## src/hw/flt_pkg.sv

```systemverilog
// flt_pkg: constants for the fan speed table entries five and six.
// assumes one 200 MHz clock; registers sit on an Avalon-MM word bus.
package flt_pkg;

  // register indices, byte address is four times the index
  localparam logic [7:0] IDX_TABLE_CTRL = 8'h4A;
  localparam logic [7:0] IDX_TEMP_OFS   = 8'h4E;
  localparam logic [7:0] IDX_DUTY_FIVE  = 8'h59;
  localparam logic [7:0] IDX_TEMP_SIX   = 8'h5A;
  localparam logic [7:0] IDX_DUTY_SIX   = 8'h5B;
  localparam logic [7:0] IDX_PWM_CFG    = 8'h60;

  // table control fields
  localparam int CTRL_TEMP_HIRES = 0;
  localparam int CTRL_DUTY_HIRES = 1;
  localparam int CTRL_UNLOCK     = 5;
  localparam logic [7:0] CTRL_WMASK = 8'h23;

  // pwm config: frequency select field
  localparam int PWM_FREQ_LSB = 0;
  localparam int PWM_FREQ_W   = 3;
  localparam logic [2:0] PWM_FREQ_22K5 = 3'h7;

  // duty and limit field positions
  localparam int DUTY_EXT_MSB  = 7;
  localparam int DUTY_EXT_LSB  = 6;
  localparam int DUTY_BASE_MSB = 5;
  localparam int LIMIT_HALF    = 7;
  localparam int LIMIT_INT_MSB = 6;

  // reset values
  localparam logic [7:0] RST_DUTY_FIVE = 8'h3F;
  localparam logic [7:0] RST_TEMP_SIX  = 8'h7F;
  localparam logic [7:0] RST_DUTY_SIX  = 8'h3F;
  localparam logic [7:0] RST_CTRL      = 8'h00;
  localparam logic [7:0] RST_OFS       = 8'h00;
  localparam logic [7:0] RST_PWM_CFG   = 8'h00;

  typedef enum logic [1:0] {
    FLT_IDLE = 2'b01,
    FLT_RESP = 2'b10
  } flt_bus_e;

endpackage : flt_pkg

```

## src/hw/flt_entry.sv

```systemverilog
// flt_entry: decode of one table entry, limit compare and duty value.
// assumes temperature in half-degree steps, bits [8:1] whole degrees.
`timescale 1ns/1ps
`default_nettype none
module flt_entry
  import flt_pkg::*;
(
  input  wire logic       temp_hires,  // 9-bit compare mode
  input  wire logic       duty_hires,  // 8-bit duty mode when freq_22k5
  input  wire logic       freq_22k5,   // pwm frequency allows ext bits
  input  wire logic [7:0] limit_raw,   // stored limit entry
  input  wire logic [7:0] duty_raw,    // stored duty entry
  input  wire logic [7:0] offset,      // table temperature offset
  input  wire logic [8:0] temp,        // remote temperature
  output logic            exceeded,    // temp above limit
  output logic      [7:0] duty_eff     // duty value in force
);

  logic [9:0] limit_half;
  logic [9:0] temp_half;
  logic       ext_on;

  always_comb begin
    // sign bit never stored: limit is always positive
    limit_half = {2'b00, limit_raw[LIMIT_INT_MSB:0], 1'b0};
    if (temp_hires) begin
      limit_half[0] = limit_raw[LIMIT_HALF];
    end
    limit_half = limit_half + {1'b0, offset, 1'b0};
    // low resolution drops the half-degree bit of the reading
    temp_half = temp_hires ? {1'b0, temp} : {1'b0, temp[8:1], 1'b0};
    exceeded  = temp_half > limit_half;
    ext_on    = duty_hires && freq_22k5;
    if (ext_on) begin
      duty_eff = duty_raw;
    end else begin
      duty_eff = {2'b00, duty_raw[DUTY_BASE_MSB:0]};
    end
  end

endmodule : flt_entry
`default_nettype wire

```

## src/hw/flt_top.sv

```systemverilog
// flt_top: fan speed table entries five and six with their compare.
// assumes a synchronous Avalon-MM master and a remote temperature
// reading already synchronous to CLOCK.
`timescale 1ns/1ps
`default_nettype none
module flt_top
  import flt_pkg::*;
#(
  parameter int ADDR_W = 10
)
(
  input  wire logic              CLOCK,          // 200 MHz clock
  input  wire logic              NRST,           // async reset, low
  input  wire logic [ADDR_W-1:0] ADDRESS,        // byte address
  input  wire logic              READ,           // read request
  input  wire logic              WRITE,          // write request
  input  wire logic [3:0]        BYTEENABLE,     // byte lanes
  input  wire logic [31:0]       WRITEDATA,      // write data
  output logic      [31:0]       READDATA,       // read data
  output logic                   WAITREQUEST,    // stall, high busy
  input  wire logic [8:0]        REMOTE_TEMP,    // half-degree units
  input  wire logic [7:0]        LIMIT_FIVE,     // entry five limit
  output logic      [7:0]        PWM_DUTY,       // selected duty
  output logic                   PWM_VALID,      // a limit is exceeded
  output logic                   LIMIT_FIVE_HIT, // above entry five
  output logic                   LIMIT_SIX_HIT   // above entry six
);

  typedef struct packed {
    flt_bus_e   st;
    logic       waitreq;
    logic [7:0] rdata;
    logic [7:0] duty_five;
    logic [7:0] temp_six;
    logic [7:0] duty_six;
    logic [7:0] ctrl;
    logic [7:0] ofs;
    logic [7:0] pwm_cfg;
    logic [7:0] pwm_duty;
    logic       pwm_valid;
    logic       hit_five;
    logic       hit_six;
  } flt_state_s;

  flt_state_s r;
  flt_state_s next_r;

  logic [7:0] idx;
  logic       temp_hires;
  logic       duty_hires;
  logic       freq_22k5;
  logic       unlocked;
  logic       exceed_five;
  logic       exceed_six;
  logic [7:0] duty_eff_five;
  logic [7:0] duty_eff_six;
  logic       wr_lane;
  logic [7:0] wbyte;

  assign idx        = ADDRESS[ADDR_W-1:2];
  assign temp_hires = r.ctrl[CTRL_TEMP_HIRES];
  assign duty_hires = r.ctrl[CTRL_DUTY_HIRES];
  assign unlocked   = r.ctrl[CTRL_UNLOCK];
  assign freq_22k5  =
    r.pwm_cfg[PWM_FREQ_LSB +: PWM_FREQ_W] == PWM_FREQ_22K5;
  assign wr_lane    = BYTEENABLE[0];
  assign wbyte      = WRITEDATA[7:0];

  flt_entry u_entry_five (
    .temp_hires (temp_hires),
    .duty_hires (duty_hires),
    .freq_22k5  (freq_22k5),
    .limit_raw  (LIMIT_FIVE),
    .duty_raw   (r.duty_five),
    .offset     (r.ofs),
    .temp       (REMOTE_TEMP),
    .exceeded   (exceed_five),
    .duty_eff   (duty_eff_five)
  );

  flt_entry u_entry_six (
    .temp_hires (temp_hires),
    .duty_hires (duty_hires),
    .freq_22k5  (freq_22k5),
    .limit_raw  (r.temp_six),
    .duty_raw   (r.duty_six),
    .offset     (r.ofs),
    .temp       (REMOTE_TEMP),
    .exceeded   (exceed_six),
    .duty_eff   (duty_eff_six)
  );

  // read view: unused bits show zero in the low resolution modes
  function automatic logic [7:0] read_view(input logic [7:0] i);
    logic [7:0] v;
    v = 8'h00;
    case (i)
      IDX_TABLE_CTRL: v = r.ctrl;
      IDX_TEMP_OFS:   v = r.ofs;
      IDX_PWM_CFG:    v = r.pwm_cfg;
      IDX_DUTY_FIVE: begin
        v = r.duty_five;
        if (!duty_hires) begin
          v[DUTY_EXT_MSB:DUTY_EXT_LSB] = 2'b00;
        end
      end
      IDX_DUTY_SIX: begin
        v = r.duty_six;
        if (!duty_hires) begin
          v[DUTY_EXT_MSB:DUTY_EXT_LSB] = 2'b00;
        end
      end
      IDX_TEMP_SIX: begin
        v = r.temp_six;
        if (!temp_hires) begin
          v[LIMIT_HALF] = 1'b0;
        end
      end
      default: v = 8'h00;
    endcase
    return v;
  endfunction : read_view

  always_comb begin
    next_r = r;
    case (r.st)
      FLT_IDLE: begin
        // answer one cycle after the request, data latched here
        if (READ || WRITE) begin
          next_r.st      = FLT_RESP;
          next_r.waitreq = 1'b0;
          next_r.rdata   = READ ? read_view(idx) : 8'h00;
        end
      end
      FLT_RESP: begin
        // write lands on the edge where waitrequest is seen low
        next_r.st      = FLT_IDLE;
        next_r.waitreq = 1'b1;
        if (WRITE && wr_lane) begin
          case (idx)
            IDX_TABLE_CTRL: next_r.ctrl    = wbyte & CTRL_WMASK;
            IDX_TEMP_OFS:   next_r.ofs     = wbyte;
            IDX_PWM_CFG:    next_r.pwm_cfg = wbyte;
            IDX_DUTY_FIVE: begin
              if (unlocked) begin
                next_r.duty_five = wbyte;
              end
            end
            IDX_TEMP_SIX: begin
              if (unlocked) begin
                next_r.temp_six = wbyte;
              end
            end
            IDX_DUTY_SIX: begin
              if (unlocked) begin
                next_r.duty_six = wbyte;
              end
            end
            default: next_r.ctrl = r.ctrl;
          endcase
        end
      end
      default: begin
        next_r.st      = FLT_IDLE;
        next_r.waitreq = 1'b1;
      end
    endcase
    // higher entry wins when both limits are passed
    next_r.hit_five  = exceed_five;
    next_r.hit_six   = exceed_six;
    next_r.pwm_valid = exceed_five || exceed_six;
    if (exceed_six) begin
      next_r.pwm_duty = duty_eff_six;
    end else if (exceed_five) begin
      next_r.pwm_duty = duty_eff_five;
    end else begin
      next_r.pwm_duty = 8'h00;
    end
  end

  always_ff @(posedge CLOCK or negedge NRST) begin
    if (!NRST) begin
      r.st        <= FLT_IDLE;
      r.waitreq   <= 1'b1;
      r.rdata     <= 8'h00;
      r.duty_five <= RST_DUTY_FIVE;
      r.temp_six  <= RST_TEMP_SIX;
      r.duty_six  <= RST_DUTY_SIX;
      r.ctrl      <= RST_CTRL;
      r.ofs       <= RST_OFS;
      r.pwm_cfg   <= RST_PWM_CFG;
      r.pwm_duty  <= 8'h00;
      r.pwm_valid <= 1'b0;
      r.hit_five  <= 1'b0;
      r.hit_six   <= 1'b0;
    end else begin
      r <= next_r;
    end
  end

  assign READDATA       = {24'h000000, r.rdata};
  assign WAITREQUEST    = r.waitreq;
  assign PWM_DUTY       = r.pwm_duty;
  assign PWM_VALID      = r.pwm_valid;
  assign LIMIT_FIVE_HIT = r.hit_five;
  assign LIMIT_SIX_HIT  = r.hit_six;

endmodule : flt_top
`default_nettype wire

```

## config.mk

```make
export PLATFORM = sky130hd
export DESIGN_NAME = flt_top
export DESIGN_NICKNAME = d
export VERILOG_FILES = /design/src/hw/flt_pkg.sv /design/src/hw/flt_entry.sv /design/src/hw/flt_top.sv
export SDC_FILE = /design/constraint.sdc
export NUM_CORES = 1
export LEC_CHECK = 0
export BUFFER_PORTS_ARGS = -buffer_cell sky130_fd_sc_hd__buf_2
export CORE_ASPECT_RATIO = 1.2
export CORE_UTILIZATION = 54
export DETAILED_ROUTE_END_ITERATION = 6
export GPL_TIMING_DRIVEN = 1
export PLACE_DENSITY = 0.89
export SLEW_MARGIN = 30
export SYNTH_ARGS = -nofsm -noshare
export SYNTH_HDL_FRONTEND = slang
export SYNTH_HIERARCHICAL = 1
export SYNTH_SLANG_ARGS = --single-unit
```

## constraint.sdc

```tcl
create_clock -name CLOCK -period 4.4 [get_ports CLOCK]
set_input_delay 0.22 -clock CLOCK [delete_from_list [all_inputs] [get_ports CLOCK]]
set_output_delay 0.22 -clock CLOCK [all_outputs]
set_load 0.02 [all_outputs]
```

Word level (Yosys, flattened, before mapping)
Index checks and enable logic that the tools add are counted.

storage, ports and cells
  register bits after elaboration = 65

operators by class
  add/sub/neg operators = 2
  reductions and logical operators = 11
  magnitude comparators = 2
  eq/ne operators = 10
  multiplexer cells = 13

operators by type and width
  kind                                                              number
  8-bit by 7-bit == test with 1-bit output (second input constant)  6
  8-bit case mux with 6 select lines                                1
  8-bit two-way mux                                                 5
  8-bit by 9-bit adder with 10-bit output                           2
  9-bit by 10-bit > comparator with 1-bit output                    2
  4-bit AND reduction                                               3
  11-bit two-way mux                                                1
  3-bit AND reduction                                               3
  2-bit two-way mux                                                 2
  3-bit == test (second input constant)                             1
  1-bit two-way mux                                                 3
  3-bit two-way mux                                                 1
  2-bit by 1-bit == test with 1-bit output (second input constant)  1
  2-bit == test (second input constant)                             1
  1-bit logical AND                                                 2
  1-bit logical OR                                                  2
  2-bit != test (second input constant)                             1
  2-bit AND reduction                                               1

Logic depth before layout (Yosys ltp)
  depth in word-level cells = 5
  gate-level depth with buffers = 16
  depth with buffers taken out = 15

Hierarchy
The synthesis kept the hierarchy.

modules (own cells, without submodules)
  module                     area an instance (um^2)  instances  sequential area each (um^2)  cells each
  flt_top                    3224.3                   1          1626.6                       252
  flt_entry at u_entry_five  580.6                    1          0.0                          76
  flt_entry at u_entry_six   579.3                    1          0.0                          76

Worst setup path before layout
No wires, ideal clock.

  path kind = register to register
  start = reg r[43] in the netlist's numbering
  end = reg r, in the netlist PWM_VALID
  data required time = 4.273 ns
  period minus slack after synthesis = 3.311 ns
  stages on the path, launching flop included = 16
  arrival = 3.184 ns
  slack = 1.089 ns
  setup time = 0.127 ns
  cells stage by stage = dfstp_2 -> ha_1 -> inv_1 -> fa_1 -> nand2b_1 -> a21boi_1 -> o21ai_1 -> a21oi_2 -> xnor2_1 -> ha_1 -> a2111oi_0 -> o21ai_1 -> o22ai_1 -> nor3_1 -> clkbuf_1 -> or2_2

RTL lines
  item                    line            source
  from (decl)             flt_top.sv:45   flt_state_s r;
  from (signal assigned)  flt_top.sv:197  r <= next_r;

==> results.sh <==
export IMPL_multi_input_area_sq_um=2340
export IMPL_post_cts_setup_buffers=0
export IMPL_reg2reg_setup_slack_ps=490
export IMPL_commonest_cells_after_routing_fill_and_taps_aside="57 x sky130_fd_sc_hd__buf_2, 44 x sky130_fd_sc_hd__dfrtp_1, 37 x sky130_fd_sc_hd__mux2_2, 32 x sky130_fd_sc_hd__ha_1, 24 x sky130_fd_sc_hd__conb_1"
export IMPL_worst_endpoint_required_ps=4680
export IMPL_avgViaCountPerCell=5.87
export IMPL_antenna_found_initial=0
export IMPL_area_sequential_sq_um=1630
export IMPL_power_density_cell_area_nw_per_um2=277
export IMPL_number_of_global_route_vias_before_repair=3160
export IMPL_mostFrequentLayoutCell="sky130_fd_sc_hd__buf_2"
export IMPL_synth_area_leader_cell="sky130_fd_sc_hd__dfrtp_1"
export IMPL_cts_tree="built"
export IMPL_startpoint_type="register"
export IMPL_violated_checks="DRC"
export IMPL_setup_viol=0
export IMPL_static_leakage_power_nw=2.17
export IMPL_postSynthCellCount=404
export IMPL_yosysUniqueCellTypes=58
export IMPL_post_cts_resized_instances=0
export IMPL_layout_min_cycle_time_ps=3910
export IMPL_max_freq_ghz=0.255
export IMPL_timing_rr_end="PWM_DUTY[3]"
export IMPL_grt_start_max_net_pins=65
export IMPL_yosys_most_used_dff="sky130_fd_sc_hd__dfrtp_1"
export IMPL_netlist_top_cells_area="sky130_fd_sc_hd__dfrtp_1 25%, sky130_fd_sc_hd__dfstp_2 12%, sky130_fd_sc_hd__mux2_2 9.5%, sky130_fd_sc_hd__ha_1 9.1%, sky130_fd_sc_hd__buf_4 9.1%"
export IMPL_clkSlewWorstSetupHoldPaths_ps=70
export IMPL_layout_drive_gt1_share_pct=36.0
export IMPL_yosysTopAreaCellShare_pct=25.1
export IMPL_wire_per_inst_um=17.8
export IMPL_area_of_the_core_sq_um=7750
export IMPL_gr_total_overflow=0
export IMPL_total_standard_cell_area_after_synthesis_sq_um=4380
export IMPL_routed_wl_mm=9.50
export IMPL_finalNetCount=538
export IMPL_avgSynthCellArea_sq_um=10.9
export IMPL_worst_slew_pin_slew_ps=801
export IMPL_cts_root_buf="sky130_fd_sc_hd__clkbuf_8"
export IMPL_regToRegStartpoint="r[43]"
export IMPL_critPathCaptureType="register"
export IMPL_starting_utilization_of_the_core_area_pct=56.6
export IMPL_hold_buffers=0
export IMPL_timing_final_max_slew_violations=0
export IMPL_max_vdd_ir_drop_mv=0.221
export IMPL_critical_path_max_fanout=12
export IMPL_groute_usage_overall_pct=24.2
export IMPL_status="finished with violations"
export IMPL_r2r_cells=16
export IMPL_cts_htree_levels=3
export IMPL_drtIter0Drc=190
export IMPL_syn2layout_area_growth_pct=5.88
export IMPL_clock_insertion_delay_worst_skew_ps=340
export IMPL_period_share_pct=89.0
export IMPL_cts_buffers_inserted=9
export IMPL_remaining_drc_errors=20
export IMPL_finClkSkew_ps=4.27
export IMPL_critPathKind="register to register"
export IMPL_clock_sinks=64
export IMPL_chipWidth_um=84.3
export IMPL_synth_edf_count=0
export IMPL_gp_routability_congestion=0.961
export IMPL_hold_path_class="primary input to async pin"
export IMPL_die_area_sq_um=8480
export IMPL_die_h_um=101
export IMPL_detail_route_first_pass_iterations=7
export IMPL_fp_row_count=35
export IMPL_postRouteAntennaNets=0
export IMPL_grt_setup_unrepaired="false"
export IMPL_dp_hpwl_mm=7.09
export IMPL_placement_io_buffers=57
export IMPL_worst_slew_margin_relative_to_its_limit_pct=46.6
export IMPL_grt_first_pass_wirelength_mm=15.6
export IMPL_cap_viol_max_count=0
export IMPL_clock_path_buffers=2
export IMPL_synth_warnings=6
export IMPL_ys_ff_latch=64
export IMPL_finalHoldViolCount=0
export IMPL_synth_async_sr_flop_share_pct=100
export IMPL_route_vias_total=3134
export IMPL_dp_cells=518
export IMPL_synth_seq_area_share_pct=37.1
export IMPL_diode_count=0
export IMPL_cp_arrival_ps=4190
export IMPL_boundaryPins=111
export IMPL_fill_cells=641
export IMPL_finalSetupTns_ps=0
export IMPL_finalNonFillerCells=534
-- synthesized netlist by cell type, types with 4 or more instances --
cell	count
sky130_fd_sc_hd__a21oi_1	10
sky130_fd_sc_hd__nand3_1	9
sky130_fd_sc_hd__nor2b_1	8
sky130_fd_sc_hd__dfrtp_1	44
sky130_fd_sc_hd__dfstp_2	20
sky130_fd_sc_hd__mux2_4	8
sky130_fd_sc_hd__nor3_2	4
sky130_fd_sc_hd__nor3_1	5
sky130_fd_sc_hd__inv_1	16
sky130_fd_sc_hd__nand2_1	17
sky130_fd_sc_hd__o21ai_0	14
sky130_fd_sc_hd__nand2b_1	6
sky130_fd_sc_hd__xnor2_1	6
sky130_fd_sc_hd__xor2_1	6
sky130_fd_sc_hd__buf_4	53
sky130_fd_sc_hd__and3_1	8
sky130_fd_sc_hd__mux2_2	37
sky130_fd_sc_hd__a22o_1	9
sky130_fd_sc_hd__mux2i_1	5
sky130_fd_sc_hd__a22oi_1	6
sky130_fd_sc_hd__ha_1	32
sky130_fd_sc_hd__o21ai_1	7
sky130_fd_sc_hd__a221oi_1	6
sky130_fd_sc_hd__nor2_1	14
-- per-layer routing --
metal	routed length (um)	track usage [%]	up-vias
li1	-	-	1448
met1	3890	28.5	1536
met2	4880	42.7	128
met3	467	3.93	22
met4	259	12.7	0
met5	0	0	-
-- per-stage QoR --
stage               worst slack [ps]  utilization, %  hold slack (ps)  area, sq um  power [mW]
finish                           486            59.9             40.9         4640        1.29
floorplan                       1090               -            -75.6         4470       0.745
CTS                              550            59.9             50.5         4640        1.29
global route                     118            59.9              102         4640        1.34
detailed placement               574            57.3              427         4440       0.793
global placement                 659            57.3              411         4440       0.787
-- cell families after synthesis --
family	after synthesis	share of synthesized area, %
AND/OR/NAND/NOR	92	13.3
buffers and inverters	76	11.4
AO/OA/AOI/OAI	74	12.0
flip-flops	64	37.1
multiplexers	51	13.6
adder cells (fa/ha/maj)	34	10.0
XOR/XNOR	12	2.40
other	1	0.0855
-- registers in the layout, indices dropped and copies added, names as in the netlist --
register / flops
r: 44
PWM_DUTY: 8
READDATA: 8
LIMIT_FIVE_HIT: 1
LIMIT_SIX_HIT: 1
PWM_VALID: 1
duty_hires: 1
-- where the power goes --
group          internal [mW]  switching (mW)
logic                 0.0537           0.118
clock network          0.276           0.227
registers              0.606         0.00696
total                  0.936           0.352
-- critical path, stage by stage (launching register included) --
cell	delay [ps]
sky130_fd_sc_hd__dfstp_2	560
sky130_fd_sc_hd__ha_1	180
sky130_fd_sc_hd__inv_1	60
sky130_fd_sc_hd__fa_1	390
sky130_fd_sc_hd__nand2b_1	160
sky130_fd_sc_hd__a21boi_1	210
sky130_fd_sc_hd__o21ai_1	130
sky130_fd_sc_hd__a21oi_2	180
sky130_fd_sc_hd__xnor2_1	140
sky130_fd_sc_hd__ha_1	270
sky130_fd_sc_hd__a2111oi_0	360
sky130_fd_sc_hd__o21ai_1	120
sky130_fd_sc_hd__o22ai_1	180
sky130_fd_sc_hd__nor3_1	80
sky130_fd_sc_hd__buf_4	180
sky130_fd_sc_hd__nor2b_1	420
sky130_fd_sc_hd__a22o_1	230
-- how the worst max path moves through the flow --
stage | startpoint | end | slack [ps] | cells past startpoint
global placement | r[43] | PWM_DUTY[6] | 660 | 16
detailed placement | r[43] | PWM_DUTY[6] | 570 | 16
CTS | r[43] | PWM_DUTY[3] | 550 | 16
global route | r[43] | PWM_DUTY[6] | 120 | 16
finish | r[43] | PWM_DUTY[3] | 490 | 16
floorplan | r[43] | PWM_VALID | 1090 | 15
-- cell type report --
class                           count  area share [%]
Multi-Input combinational cell    287            50.5
Sequential cell                    64            35.0
Timing Repair Buffer               59            6.47
Clock buffer                       11            3.05
Tap cell                           92            2.48
Inverter                           16            1.29
Clock inverter                      5            1.21
No activity file was read; power rests on OpenSTA's default activity.
